<file path="src/logic/rtu_pkg.sv">
// Constants, codes and the frame check function of the register slave.
package rtu_pkg;

	localparam int CLK_HZ     = 20_000_000;
	localparam int BAUD_4800  = 4800;
	localparam int BAUD_9600  = 9600;
	localparam int BAUD_19200 = 19200;

	localparam logic [1:0] BAUD_SEL_4800  = 2'h0;
	localparam logic [1:0] BAUD_SEL_9600  = 2'h1;
	localparam logic [1:0] BAUD_SEL_19200 = 2'h2;
	localparam logic [1:0] PARITY_NONE    = 2'h0;
	localparam logic [1:0] PARITY_ODD     = 2'h1;
	localparam logic [1:0] PARITY_EVEN    = 2'h2;

	localparam logic [3:0] CHAR_BITS_BASE       = 4'hA;
	localparam int         GAP_END_HALF_CHARS   = 7;
	localparam int         GAP_BREAK_HALF_CHARS = 3;

	localparam int FRAME_DEPTH = 32;
	localparam int FRAME_AW    = 5;
	localparam int PARAM_DEPTH = 16;
	localparam int PARAM_AW    = 4;

	localparam logic [7:0] FN_READ       = 8'h03;
	localparam logic [7:0] FN_WRITE_ONE  = 8'h06;
	localparam logic [7:0] FN_WRITE_MANY = 8'h10;
	localparam logic [7:0] EXC_FLAG      = 8'h80;
	localparam logic [7:0] EXC_FUNCTION  = 8'h01;
	localparam logic [7:0] EXC_ADDRESS   = 8'h02;
	localparam logic [7:0] EXC_VALUE     = 8'h03;

	localparam logic [15:0] REG_BASE            = 16'h2000;
	localparam logic [15:0] REG_DECIMAL_POINT   = 16'h2002;
	localparam logic [15:0] REG_TEMP_SETPOINT   = 16'h2003;
	localparam logic [15:0] REG_COUNT           = 16'h0009;
	localparam logic [15:0] REG_FIRST_WRITABLE  = 16'h0002;
	localparam logic [15:0] PARAM_RESET         = 16'h0000;
	localparam logic [15:0] LIMIT_DECIMAL_POINT = 16'h0001;
	localparam logic [15:0] LIMIT_DEFAULT       = 16'h03E8;

	localparam logic [15:0] CRC_INIT = 16'hFFFF;
	localparam logic [15:0] CRC_POLY = 16'hA001;

	localparam logic [5:0] POS_FUNCTION     = 6'h01;
	localparam logic [5:0] POS_START_HI     = 6'h02;
	localparam logic [5:0] POS_START_LO     = 6'h03;
	localparam logic [5:0] POS_QTY_HI       = 6'h04;
	localparam logic [5:0] POS_QTY_LO       = 6'h05;
	localparam logic [5:0] POS_BYTE_COUNT   = 6'h06;
	localparam logic [5:0] POS_DATA_SINGLE  = 6'h04;
	localparam logic [5:0] POS_DATA_MULTI   = 6'h07;
	localparam logic [5:0] MIN_FRAME_LEN    = 6'h04;
	localparam logic [5:0] FIXED_FRAME_LEN  = 6'h08;
	localparam logic [7:0] MULTI_OVERHEAD   = 8'h09;
	localparam logic [5:0] EXC_REPLY_LEN    = 6'h05;
	localparam logic [5:0] WRITE_REPLY_LEN  = 6'h08;
	localparam logic [5:0] READ_REPLY_EXTRA = 6'h05;

	function automatic logic [15:0] crc_step(input logic [15:0] crc, input logic [7:0] data);
		logic [15:0] c;
		c = crc ^ {8'h00, data};
		for (int i = 0; i < 8; i++) begin
			c = c[0] ? ((c >> 1) ^ CRC_POLY) : (c >> 1);
		end
		return c;
	endfunction

endpackage

</file>
<file path="src/logic/rtu_mem_if.sv">
// Port bundle between the slave and its memories.
`timescale 1ns/1ps
`default_nettype none
interface rtu_mem_if #(
	parameter int WIDTH = 8,
	parameter int AW    = 5
);
	logic             we;
	logic [AW-1:0]    waddr;
	logic [WIDTH-1:0] wdata;
	logic [AW-1:0]    raddr;
	logic [WIDTH-1:0] rdata;

	modport user  (output we, output waddr, output wdata, output raddr, input rdata);
	modport store (input we, input waddr, input wdata, input raddr, output rdata);
endinterface
`default_nettype wire

</file>
<file path="src/logic/rtu_ram.sv">
// Small memory with one write port and a registered read port.
`timescale 1ns/1ps
`default_nettype none
module rtu_ram #(
	parameter int               WIDTH       = 8,
	parameter int               AW          = 5,
	parameter int               DEPTH       = 32,
	parameter logic [WIDTH-1:0] RESET_VALUE = '0
) (
	input wire logic  clk,
	input wire logic  arst_n,
	rtu_mem_if.store  port
);
	logic [WIDTH-1:0] mem [DEPTH];

	always_ff @(posedge clk or negedge arst_n) begin
		if (!arst_n) begin
			for (int i = 0; i < DEPTH; i++) begin
				mem[i] <= RESET_VALUE;
			end
			port.rdata <= '0;
		end else begin
			if (port.we) begin
				mem[port.waddr] <= port.wdata;
			end
			port.rdata <= mem[port.raddr];
		end
	end
endmodule
`default_nettype wire

</file>
<file path="src/logic/rtu_register_slave.sv">
// Half-duplex serial request interpreter serving 16-bit parameter registers.
// Behaviour
// - Accept read 0x03, writes 0x06 and 0x10.
// - Reply only after request; release driver afterwards.
// - Frames end with CRC, low byte first.
// - Bad CRC frames dropped without any reply.
// - Characters: start, eight data, optional parity, stop.
// - Exception replies set function code top bit.
// - Unsupported function answered with code 0x01.
// - Address outside implemented range gives 0x02.
// - Out-of-range value gives 0x03, nothing written.
// - Exception reply: station, function, code, CRC.
// - Read reply: count bytes, values high first.
// - Each parameter is one 16-bit integer register.
// - Temperature setpoint lives at register 0x2003.
// - Baud selection 0, 1, 2 maps 4800/9600/19200.
// - Parity selection 0 none, 1 odd, 2 even.
// - Single write reply echoes the request exactly.
// - Multi write reply: start, count, fresh CRC.
`timescale 1ns/1ps
`default_nettype none
module rtu_register_slave #(
	parameter int BIT_CYCLES_4800  = rtu_pkg::CLK_HZ / rtu_pkg::BAUD_4800,
	parameter int BIT_CYCLES_9600  = rtu_pkg::CLK_HZ / rtu_pkg::BAUD_9600,
	parameter int BIT_CYCLES_19200 = rtu_pkg::CLK_HZ / rtu_pkg::BAUD_19200
) (
	input  wire logic        clk,
	input  wire logic        arst_n,
	input  wire logic        rx_line,
	output logic             tx_line,
	output logic             tx_enable,
	input  wire logic [7:0]  station_address,
	input  wire logic [1:0]  baud_select,
	input  wire logic [1:0]  parity_select,
	input  wire logic [15:0] temp_measured,
	input  wire logic [15:0] humi_measured,
	output logic [15:0]      temperature_setpoint
);
	typedef enum logic [2:0] {
		C_IDLE, C_FETCH, C_DECIDE, C_SWEEP, C_REWIND, C_RESP_LOAD, C_RESP_SEND, C_RESP_WAIT
	} ctl_t;

	function automatic logic parity_bit(input logic [7:0] data, input logic [1:0] sel);
		return (sel == rtu_pkg::PARITY_ODD) ? ~^data : ^data;
	endfunction

	// ---------------------------------------------------------------
	// Line timing.
	// ---------------------------------------------------------------
	logic [12:0] bit_cycles;
	logic        par_en;
	logic [3:0]  char_bits;
	logic [19:0] char_cycles;
	logic [19:0] gap_end;
	logic [19:0] gap_break;

	assign bit_cycles  = (baud_select == rtu_pkg::BAUD_SEL_4800)  ? 13'(BIT_CYCLES_4800) :
	                     (baud_select == rtu_pkg::BAUD_SEL_19200) ? 13'(BIT_CYCLES_19200) :
	                     13'(BIT_CYCLES_9600);
	assign par_en      = (parity_select == rtu_pkg::PARITY_ODD) ||
	                     (parity_select == rtu_pkg::PARITY_EVEN);
	assign char_bits   = rtu_pkg::CHAR_BITS_BASE + {3'h0, par_en};
	assign char_cycles = 20'(bit_cycles) * 20'(char_bits);
	assign gap_end     = (char_cycles * 20'(rtu_pkg::GAP_END_HALF_CHARS)) >> 1;
	assign gap_break   = (char_cycles * 20'(rtu_pkg::GAP_BREAK_HALF_CHARS)) >> 1;

	// ---------------------------------------------------------------
	// Receiver.
	// ---------------------------------------------------------------
	logic        rx_s1;
	logic        rx_s2;
	logic        rx_busy;
	logic [12:0] rx_cnt;
	logic [3:0]  rx_bit;
	logic [7:0]  rx_data;
	logic        rx_par;
	logic        rx_done;
	logic        rx_err;
	logic        rx_start;
	logic [3:0]  rx_last;

	assign rx_start = !rx_busy && !rx_s2;
	assign rx_last  = 4'h9 + {3'h0, par_en};

	always_ff @(posedge clk or negedge arst_n) begin
		if (!arst_n) begin
			rx_s1 <= 1'b1;
			rx_s2 <= 1'b1;
		end else begin
			rx_s1 <= rx_line;
			rx_s2 <= rx_s1;
		end
	end

	always_ff @(posedge clk or negedge arst_n) begin
		if (!arst_n) begin
			rx_busy <= 1'b0;
			rx_cnt  <= 13'h0000;
			rx_bit  <= 4'h0;
			rx_data <= 8'h00;
			rx_par  <= 1'b0;
			rx_done <= 1'b0;
			rx_err  <= 1'b0;
		end else begin
			rx_done <= 1'b0;
			if (rx_start) begin
				rx_busy <= 1'b1;
				rx_cnt  <= bit_cycles >> 1;
				rx_bit  <= 4'h0;
			end else if (rx_busy && rx_cnt != 13'h0000) begin
				rx_cnt <= rx_cnt - 13'h0001;
			end else if (rx_busy) begin
				rx_cnt <= bit_cycles - 13'h0001;
				rx_bit <= rx_bit + 4'h1;
				if (rx_bit == 4'h0 && rx_s2) begin
					rx_busy <= 1'b0;
				end else if (rx_bit == rx_last) begin
					rx_busy <= 1'b0;
					rx_done <= 1'b1;
					rx_err  <= !rx_s2 || (par_en && rx_par != parity_bit(rx_data, parity_select));
				end else if (rx_bit >= 4'h1 && rx_bit <= 4'h8) begin
					rx_data[3'(rx_bit - 4'h1)] <= rx_s2;
				end else if (rx_bit == 4'h9) begin
					rx_par <= rx_s2;
				end
			end
		end
	end

	// ---------------------------------------------------------------
	// Frame assembly.
	// ---------------------------------------------------------------
	ctl_t        ctl;
	logic [19:0] gap_cnt;
	logic [5:0]  frame_len;
	logic        frame_bad;
	logic [15:0] frame_crc;
	logic [7:0]  frame_station;
	logic        frame_end;
	logic        frame_accept;
	logic        ctl_idle;

	rtu_mem_if #(.WIDTH(8), .AW(rtu_pkg::FRAME_AW)) frame_bus ();
	rtu_mem_if #(.WIDTH(16), .AW(rtu_pkg::PARAM_AW)) param_bus ();

	assign ctl_idle  = (ctl == C_IDLE);
	// end of frame on long gap
	assign frame_end = ctl_idle && !rx_busy && frame_len != 6'h00 && gap_cnt == gap_end - 20'h1;
	// only good frames for this station
	assign frame_accept = frame_end && !frame_bad && frame_len >= rtu_pkg::MIN_FRAME_LEN &&
	                      frame_crc == 16'h0000 && frame_station == station_address;

	assign frame_bus.we    = ctl_idle && rx_done && !rx_err &&
	                         frame_len < 6'(rtu_pkg::FRAME_DEPTH);
	assign frame_bus.waddr = frame_len[4:0];
	assign frame_bus.wdata = rx_data;

	always_ff @(posedge clk or negedge arst_n) begin
		if (!arst_n) begin
			gap_cnt       <= 20'h00000;
			frame_len     <= 6'h00;
			frame_bad     <= 1'b0;
			frame_crc     <= rtu_pkg::CRC_INIT;
			frame_station <= 8'h00;
		end else begin
			if (rx_busy) begin
				gap_cnt <= 20'h00000;
			end else if (gap_cnt < gap_end) begin
				gap_cnt <= gap_cnt + 20'h1;
			end
			if (frame_end || !ctl_idle) begin
				frame_len <= 6'h00;
				frame_bad <= 1'b0;
				frame_crc <= rtu_pkg::CRC_INIT;
			end else begin
				if (rx_start && frame_len != 6'h00 && gap_cnt > gap_break) begin
					frame_bad <= 1'b1;
				end
				if (rx_done && (rx_err || frame_len == 6'(rtu_pkg::FRAME_DEPTH))) begin
					frame_bad <= 1'b1;
				end else if (rx_done) begin
					frame_len <= frame_len + 6'h01;
					frame_crc <= rtu_pkg::crc_step(frame_crc, rx_data);
					if (frame_len == 6'h00) begin
						frame_station <= rx_data;
					end
				end
			end
		end
	end

	// ---------------------------------------------------------------
	// Request decoding.
	// ---------------------------------------------------------------
	logic [5:0]  ptr;
	logic [5:0]  rd_idx;
	logic        rd_ok;
	logic [5:0]  req_len;
	logic [7:0]  fn;
	logic [15:0] start;
	logic [15:0] qty;
	logic [7:0]  bcnt;
	logic [15:0] n;
	logic [15:0] idx;
	logic        fn_ok;
	logic        addr_ok;
	logic        shape_ok;
	logic [5:0]  dstart;
	logic [5:0]  dlast;
	logic        lo_phase;
	logic [7:0]  hi_byte;
	logic [3:0]  word;
	logic        commit;
	logic        value_bad;
	logic [15:0] value;
	logic [15:0] limit;
	logic        bad_now;
	logic        sweep_end;

	assign fn_ok    = fn == rtu_pkg::FN_READ || fn == rtu_pkg::FN_WRITE_ONE ||
	                  fn == rtu_pkg::FN_WRITE_MANY;
	assign n        = (fn == rtu_pkg::FN_WRITE_ONE) ? 16'h0001 : qty;
	assign idx      = start - rtu_pkg::REG_BASE;
	assign addr_ok  = start >= rtu_pkg::REG_BASE && n <= rtu_pkg::REG_COUNT &&
	                  idx <= rtu_pkg::REG_COUNT - n &&
	                  (fn == rtu_pkg::FN_READ || idx >= rtu_pkg::REG_FIRST_WRITABLE);
	assign shape_ok = n != 16'h0000 && ((fn != rtu_pkg::FN_WRITE_MANY) ?
	                  req_len == rtu_pkg::FIXED_FRAME_LEN :
	                  (bcnt == {n[6:0], 1'b0} && {2'h0, req_len} == rtu_pkg::MULTI_OVERHEAD + bcnt));
	assign dstart   = (fn == rtu_pkg::FN_WRITE_ONE) ? rtu_pkg::POS_DATA_SINGLE :
	                  rtu_pkg::POS_DATA_MULTI;
	assign dlast    = 6'(dstart + {n[4:0], 1'b0} - 6'h01);
	assign lo_phase = rd_idx[0] != dstart[0];
	assign value    = {hi_byte, frame_bus.rdata};
	assign limit    = (idx[3:0] + word == 4'(rtu_pkg::REG_DECIMAL_POINT - rtu_pkg::REG_BASE)) ?
	                  rtu_pkg::LIMIT_DECIMAL_POINT : rtu_pkg::LIMIT_DEFAULT;
	assign bad_now   = rd_ok && lo_phase && value > limit;
	assign sweep_end = rd_ok && rd_idx == dlast;

	assign frame_bus.raddr = ptr[4:0];

	// ---------------------------------------------------------------
	// Response generation.
	// ---------------------------------------------------------------
	logic [5:0]  k;
	logic [5:0]  rlen;
	logic        is_exc;
	logic [7:0]  exc_code;
	logic [15:0] tx_crc;
	logic [7:0]  resp_byte;
	logic [15:0] word_val;
	logic [5:0]  koff;
	logic        tx_go;
	logic        tx_busy;
	logic        tx_done;

	assign koff      = k - 6'h03;
	// commit only after the whole scan passed
	assign param_bus.we    = ctl == C_SWEEP && commit && rd_ok && lo_phase;
	assign param_bus.waddr = idx[3:0] + word;
	assign param_bus.wdata = value;
	assign param_bus.raddr = idx[3:0] + koff[4:1];
	assign word_val  = (param_bus.raddr == 4'h0) ? temp_measured :
	                   (param_bus.raddr == 4'h1) ? humi_measured : param_bus.rdata;
	assign tx_go     = ctl == C_RESP_SEND;

	always_comb begin
		resp_byte = 8'h00;
		if (k == rlen - 6'h02) begin
			resp_byte = tx_crc[7:0];
		end else if (k == rlen - 6'h01) begin
			resp_byte = tx_crc[15:8];
		end else begin
			case (k)
				6'h00:   resp_byte = station_address;
				6'h01:   resp_byte = is_exc ? (fn | rtu_pkg::EXC_FLAG) : fn;
				6'h02:   resp_byte = is_exc ? exc_code :
				                     (fn == rtu_pkg::FN_READ) ? {n[6:0], 1'b0} : start[15:8];
				6'h03:   resp_byte = (fn == rtu_pkg::FN_READ) ? word_val[15:8] : start[7:0];
				6'h04:   resp_byte = (fn == rtu_pkg::FN_READ) ? word_val[7:0] : qty[15:8];
				6'h05:   resp_byte = (fn == rtu_pkg::FN_READ) ? word_val[15:8] : qty[7:0];
				default: resp_byte = koff[0] ? word_val[7:0] : word_val[15:8];
			endcase
		end
	end

	always_ff @(posedge clk or negedge arst_n) begin
		if (!arst_n) begin
			ctl <= C_IDLE;
			ptr <= 6'h00;
			rd_idx <= 6'h00;
			rd_ok <= 1'b0;
			req_len <= 6'h00;
			fn <= 8'h00;
			start <= 16'h0000;
			qty <= 16'h0000;
			bcnt <= 8'h00;
			hi_byte <= 8'h00;
			word <= 4'h0;
			commit <= 1'b0;
			value_bad <= 1'b0;
			k <= 6'h00;
			rlen <= 6'h00;
			is_exc <= 1'b0;
			exc_code <= 8'h00;
			tx_crc <= rtu_pkg::CRC_INIT;
		end else begin
			rd_idx <= ptr;
			rd_ok  <= (ctl == C_FETCH) || (ctl == C_SWEEP);
			case (ctl)
				C_IDLE: begin
					if (frame_accept) begin
						req_len <= frame_len;
						ptr     <= rtu_pkg::POS_FUNCTION;
						ctl     <= C_FETCH;
					end
				end
				C_FETCH: begin
					ptr <= ptr + 6'h01;
					if (rd_ok) begin
						case (rd_idx)
							rtu_pkg::POS_FUNCTION: fn <= frame_bus.rdata;
							rtu_pkg::POS_START_HI: start[15:8] <= frame_bus.rdata;
							rtu_pkg::POS_START_LO: start[7:0] <= frame_bus.rdata;
							rtu_pkg::POS_QTY_HI:   qty[15:8] <= frame_bus.rdata;
							rtu_pkg::POS_QTY_LO:   qty[7:0] <= frame_bus.rdata;
							default: begin
								bcnt <= frame_bus.rdata;
								ctl  <= C_DECIDE;
							end
						endcase
					end
				end
				C_DECIDE: begin
					k        <= 6'h00;
					tx_crc   <= rtu_pkg::CRC_INIT;
					is_exc   <= 1'b1;
					rlen     <= rtu_pkg::EXC_REPLY_LEN;
					ctl      <= C_RESP_LOAD;
					if (!fn_ok) begin
						exc_code <= rtu_pkg::EXC_FUNCTION;
					end else if (!addr_ok) begin
						exc_code <= rtu_pkg::EXC_ADDRESS;
					end else if (!shape_ok) begin
						exc_code <= rtu_pkg::EXC_VALUE;
					end else if (fn == rtu_pkg::FN_READ) begin
						is_exc <= 1'b0;
						rlen   <= rtu_pkg::READ_REPLY_EXTRA + {n[4:0], 1'b0};
					end else begin
						ptr       <= dstart;
						word      <= 4'h0;
						commit    <= 1'b0;
						value_bad <= 1'b0;
						ctl       <= C_SWEEP;
					end
				end
				C_SWEEP: begin
					ptr <= ptr + 6'h01;
					if (rd_ok && !lo_phase) begin
						hi_byte <= frame_bus.rdata;
					end
					if (rd_ok && lo_phase) begin
						word <= word + 4'h1;
					end
					if (bad_now) begin
						value_bad <= 1'b1;
					end
					if (sweep_end && commit) begin
						is_exc <= 1'b0;
						rlen   <= rtu_pkg::WRITE_REPLY_LEN;
						ctl    <= C_RESP_LOAD;
					end else if (sweep_end && (value_bad || bad_now)) begin
						exc_code <= rtu_pkg::EXC_VALUE;
						ctl      <= C_RESP_LOAD;
					end else if (sweep_end) begin
						ctl <= C_REWIND;
					end
				end
				C_REWIND: begin
					ptr    <= dstart;
					word   <= 4'h0;
					commit <= 1'b1;
					ctl    <= C_SWEEP;
				end
				C_RESP_LOAD: ctl <= C_RESP_SEND;
				C_RESP_SEND: begin
					if (k < rlen - 6'h02) begin
						tx_crc <= rtu_pkg::crc_step(tx_crc, resp_byte);
					end
					ctl <= C_RESP_WAIT;
				end
				C_RESP_WAIT: begin
					if (tx_done && k == rlen - 6'h01) begin
						ctl <= C_IDLE;
					end else if (tx_done) begin
						k   <= k + 6'h01;
						ctl <= C_RESP_LOAD;
					end
				end
				default: ctl <= C_IDLE;
			endcase
		end
	end

	// ---------------------------------------------------------------
	// Transmitter and parameter store.
	// ---------------------------------------------------------------
	logic [10:0] tx_shift;
	logic [3:0]  tx_left;
	logic [12:0] tx_cnt;

	assign tx_line = tx_shift[0];

	// driver held only while a character is sent
	always_ff @(posedge clk or negedge arst_n) begin
		if (!arst_n) begin
			tx_shift  <= 11'h7FF;
			tx_left   <= 4'h0;
			tx_cnt    <= 13'h0000;
			tx_busy   <= 1'b0;
			tx_done   <= 1'b0;
			tx_enable <= 1'b0;
		end else begin
			tx_done   <= 1'b0;
			tx_enable <= tx_busy || tx_go;
			if (tx_go) begin
				tx_busy  <= 1'b1;
				tx_shift <= par_en ? {1'b1, parity_bit(resp_byte, parity_select), resp_byte, 1'b0} :
				            {2'b11, resp_byte, 1'b0};
				tx_left  <= char_bits;
				tx_cnt   <= bit_cycles - 13'h0001;
			end else if (tx_busy && tx_cnt != 13'h0000) begin
				tx_cnt <= tx_cnt - 13'h0001;
			end else if (tx_busy) begin
				tx_shift <= {1'b1, tx_shift[10:1]};
				tx_left  <= tx_left - 4'h1;
				tx_cnt   <= bit_cycles - 13'h0001;
				if (tx_left == 4'h1) begin
					tx_busy <= 1'b0;
					tx_done <= 1'b1;
				end
			end
		end
	end

	always_ff @(posedge clk or negedge arst_n) begin
		if (!arst_n) begin
			temperature_setpoint <= rtu_pkg::PARAM_RESET;
		end else if (param_bus.we && param_bus.waddr ==
		             4'(rtu_pkg::REG_TEMP_SETPOINT - rtu_pkg::REG_BASE)) begin
			temperature_setpoint <= param_bus.wdata;
		end
	end

	rtu_ram #(
		.WIDTH       (8),
		.AW          (rtu_pkg::FRAME_AW),
		.DEPTH       (rtu_pkg::FRAME_DEPTH),
		.RESET_VALUE (8'h00)
	) frame_ram (
		.clk    (clk),
		.arst_n (arst_n),
		.port   (frame_bus.store)
	);

	rtu_ram #(
		.WIDTH       (16),
		.AW          (rtu_pkg::PARAM_AW),
		.DEPTH       (rtu_pkg::PARAM_DEPTH),
		.RESET_VALUE (rtu_pkg::PARAM_RESET)
	) param_ram (
		.clk    (clk),
		.arst_n (arst_n),
		.port   (param_bus.store)
	);
endmodule
`default_nettype wire

</file>
<file path="config.mk">
export PLATFORM = sky130hd
export DESIGN_NAME = rtu_register_slave
export DESIGN_NICKNAME = d
export VERILOG_FILES = /design/src/logic/rtu_pkg.sv /design/src/logic/rtu_mem_if.sv /design/src/logic/rtu_ram.sv /design/src/logic/rtu_register_slave.sv
export SDC_FILE = /design/constraint.sdc
export NUM_CORES = 2
export LEC_CHECK = 0
export BUFFER_PORTS_ARGS = -buffer_cell sky130_fd_sc_hd__buf_4
export CAP_MARGIN = 20
export CORE_ASPECT_RATIO = 0.7
export CORE_MARGIN = 5
export CORE_UTILIZATION = 40
export CTS_BUF_LIST = sky130_fd_sc_hd__clkbuf_16
export CTS_CLUSTER_DIAMETER = 150
export DETAILED_ROUTE_END_ITERATION = 8
export PLACE_DENSITY = 0.54
export SYNTH_ARGS = -nofsm -noshare
export SYNTH_HDL_FRONTEND = slang
export SYNTH_HIERARCHICAL = 1
export SYNTH_SLANG_ARGS = --single-unit
</file>
<file path="constraint.sdc">
create_clock -name clk -period 10.6 [get_ports clk]
set_input_delay 1.06 -clock clk [delete_from_list [all_inputs] [get_ports clk]]
set_output_delay 1.06 -clock clk [all_outputs]
set_load 0.02 [all_outputs]
</file>
==> impl_metrics.json <==
{
  "status": "completed",
  "power_mw": 6.559,
  "ys_types": 101,
  "final_cell_area_um2": 46080,
  "routed_wl_um": 110200,
  "gr-usage-met3": 0.04539,
  "setup_viol_count_final": 0,
  "fin_skew_ns": 0.04516,
  "postCtsHoldBufs": 0,
  "core_area_um2": 102600,
  "synth-simple-area-share": 0.09035,
  "dpl.hpwl_um": 73720,
  "yosysMostFrequentCell": "dfrtp_1",
  "clock_path_buffers": 3,
  "hold_viol": 0,
  "globalRouteTotalUtil": 0.1988,
  "crit_arrival_ns": 7.33,
  "crit_path_cell_trace": "buf_4, ha_1, inv_1, ha_1, ha_1, ha_1, inv_1, ha_1, xor2_1, fa_1, inv_1, ha_1, xnor2_1, ha_1, o21a_1, o21a_1, o21a_1, o21a_1, o21ai_0, a21oi_1, o21a_1, or4_1, a21oi_1",
  "cap_violations": 0,
  "synth_fa_ha_area_frac": 0.04095,
  "p_leak_nw": 21.23,
  "areaGrowthSynthToFinish_pct": 10.88,
  "grt_max_degree": 160,
  "pre_cts_slack_ns": 3.174,
  "cts_buffers": 83,
  "yosys_warnings": 6,
  "final_util": 0.4490,
  "netlist_top_cells_count": "dfrtp_1, mux2_2, nand2_1",
  "synth_top_family_by_area": "multiplexers",
  "synth_area_um2": 41560,
  "cts_resized": 0,
  "drive_above_1_share": 0.3289,
  "synth_ff_type": "dfrtp_1",
  "p_seq_frac": 0.475,
  "die_h_um": 279.7,
  "sw_frac_of_total": 0.2493,
  "ys_async_sr_fraction": 1.000,
  "critPathSlowestCell": "ha_1",
  "clk_latency_ns": 0.70,
  "htree_num_levels": 3,
  "cts.sinks": 779,
  "met1_usage": 0.3202,
  "fin_setup_tns_ns": 0,
  "rsz0062_at_grt": "false",
  "slew_headroom": 0.2007,
  "critPathTopFamily": "adder cells",
  "synthMuxAreaShare": 0.2572,
  "antenna_left": 0,
  "synth_top_area_cell": "dfrtp_1",
  "worst_pin_slew_ns": 1.199,
  "grt_antenna_before_repair": 2,
  "finalCritPeriodShare": 0.6354,
  "rows": 98,
  "io_pins": 65,
  "grt_use_met2": 0.2709,
  "io_buffers": 64,
  "holdWs_ns": 0.3561,
  "clockRootBuffer": "clkbuf_16",
  "wl_per_cell_um": 23.12,
  "crit_type": "primary input to flop",
  "ir_worst_vdd_mv": 0.1153,
  "clk_pin_slew_ns": 0.06,
  "synth-edff-count": 0,
  "busiest_layer": "met1",
  "ys_ff_latch": 779,
  "post_cts_buffers": 0,
  "final_nets": 3526,
  "fp.dieW_um": 395.3,
  "grt_pass1_wl_um": 171300,
  "ys_seq_area_frac": 0.4704,
  "slew_viol_final": 0,
  "yosys.area.top_type_share": 0.4426,
  "final_cells": 4767,
  "die-area_um2": 110500,
  "synthCells": 3344,
  "comb_power_share": 0.079,
  "hp-class": "flop to flop",
  "drt_iter0_drc": 1814,
  "routed_via_density": 5.685,
  "cts_tree": "built",
  "synth_compound_gate_area_share": 0.07413,
  "p_int_mw": 4.923,
  "max_freq_ghz": 0.1485,
  "syn_area_per_cell_um2": 12.43,
  "routabilityCongestion": 0.8632,
  "power_switching_mw": 1.635,
  "dr.pass1.iters": 5,
  "synth_nets": 3524,
  "dp.cells": 4610,
  "regToRegSetupSlack_ns": 4.26,
  "path_buf_inv": 4,
  "start_util": 0.4049,
  "timing.final.ws_setup_ns": 3.865,
  "min_period_ns": 6.736,
  "nFillCells": 9427,
  "p_clk_frac": 0.446,
  "powerDensity_nw_per_um2": 142.3,
  "synth_xor_xnor_area_share": 0.03785,
  "ys_top_cells_by_area": "dfrtp_1, mux2_2, mux4_2",
  "crit_required_ns": 11.20,
  "post-route-drc-count": 0,
  "path_common_cell": "ha_1",
  "slowest_delay_ns": 0.68,
  "cp-end-kind": "flop",
  "overflow": 0,
  "crit_path_start_kind": "primary input",
  "grt_pass1_vias": 26750,
  "place_area_um2": 43360,
  "critPathMaxFanout": 32,
  "vias": 27100
}
state kept, by name, summed over array words and instances, names as in the netlist, 8 cells and up:
register / count
frame_bus.wdata: 8
frame_crc: 16
gap_cnt: 20
tx_cnt: 13
bcnt: 8
param_ram/port.rdata: 16
start: 16
frame_station: 8
qty: 16
tx_crc: 16
fn: 8
frame_ram/port.rdata: 8
temperature_setpoint: 16
hi_byte: 8
param_ram/mem: 256
frame_ram/mem: 256
tx_shift: 10
rx_cnt: 13
cell usage in the layout (no fill, tap or decap), drive strengths merged, types with 53 or more instances in the layout:
master / count
inv: 85
clkbuf: 84
nand3: 72
ha: 128
o21ai: 111
dfrtp: 735
xor2: 53
nand2: 198
mux4: 147
nor2: 143
nor3: 54
mux2: 626
xnor2: 117
a21oi: 115
buf: 122
layout make-up:
type	count	area [um^2]	share of cell area
inverter	72	270.3	0.005865
antenna	3	7.507	0.0001629
clock inverter	69	600.6	0.01303
clock buffer	84	2102	0.04562
tap	1350	1689	0.03666
multi-input combinational	2288	20890	0.4533
sequential	779	19550	0.4243
timing repair buffer	122	970.9	0.02107
logic make-up (layout without fill, tap and decap cells):
| family | count (synthesis) | after routing |
|---|---|---|
| compound gates | 461 | 461 |
| xor+xnor | 173 | 173 |
| fa+ha+maj | 133 | 133 |
| buf+inv | 277 | 347 |
| flops | 779 | 779 |
| mux | 798 | 798 |
| other cells | 1 | 4 |
| simple gates | 722 | 722 |
worst reg2reg max path, stage by stage (launching register included):
cell and delay [ns]:
dfrtp_1 0.63, clkinv_1 0.49, ha_1 0.48, ha_4 0.19, fa_4 0.42, xor2_1 0.59
a2111oi_1 0.18, mux2i_4 0.73, mux2i_1 0.17, o221a_2 0.30, o31ai_1 0.41, xor2_1 0.29
xor2_1 0.23, mux2_2 0.38, xnor2_2 0.27, xnor3_1 0.36, o21ai_1 0.15
layer usage:
| layer | up-vias | wire length [um] |
|---|---|---|
| met5 | - | 0 |
| met4 | 0 | 1950 |
| met3 | 122 | 6313 |
| met2 | 563 | 43960 |
| met1 | 14070 | 57990 |
| li1 | 12350 | - |
power by group through the flow:
stage | logic (mW) | registers, mW | clock network [mW]
finish | 0.516 | 3.12 | 2.93
global route | 0.586 | 3.12 | 3.14
CTS | 0.523 | 3.11 | 3.01
detailed placement | 0.519 | 3.17 | 0
global placement | 0.515 | 3.17 | 0
floorplan | 0.356 | 3.15 | 0
worst paths after layout:
check	from	to	depth (start not counted)
worst max-delay path	parity_select[0]	gap_cnt[11]$_DFFE_PN0P_	23
worst min-delay path	rx_s1$_DFF_PN1_	rx_s2$_DFF_PN1_	0
worst max register to register	k[0]$_DFFE_PN0P_	tx_crc[0]$_DFFE_PN1P_	16
worst min register to register	rx_s1$_DFF_PN1_	rx_s2$_DFF_PN1_	0
max in group asynchronous	arst_n	param_ram/mem[253]$_DFFE_PN0P_	3
min in group asynchronous	arst_n	rx_cnt[5]$_DFFE_PN0P_	1
Note: power is estimated with default switching activity, not from simulation.
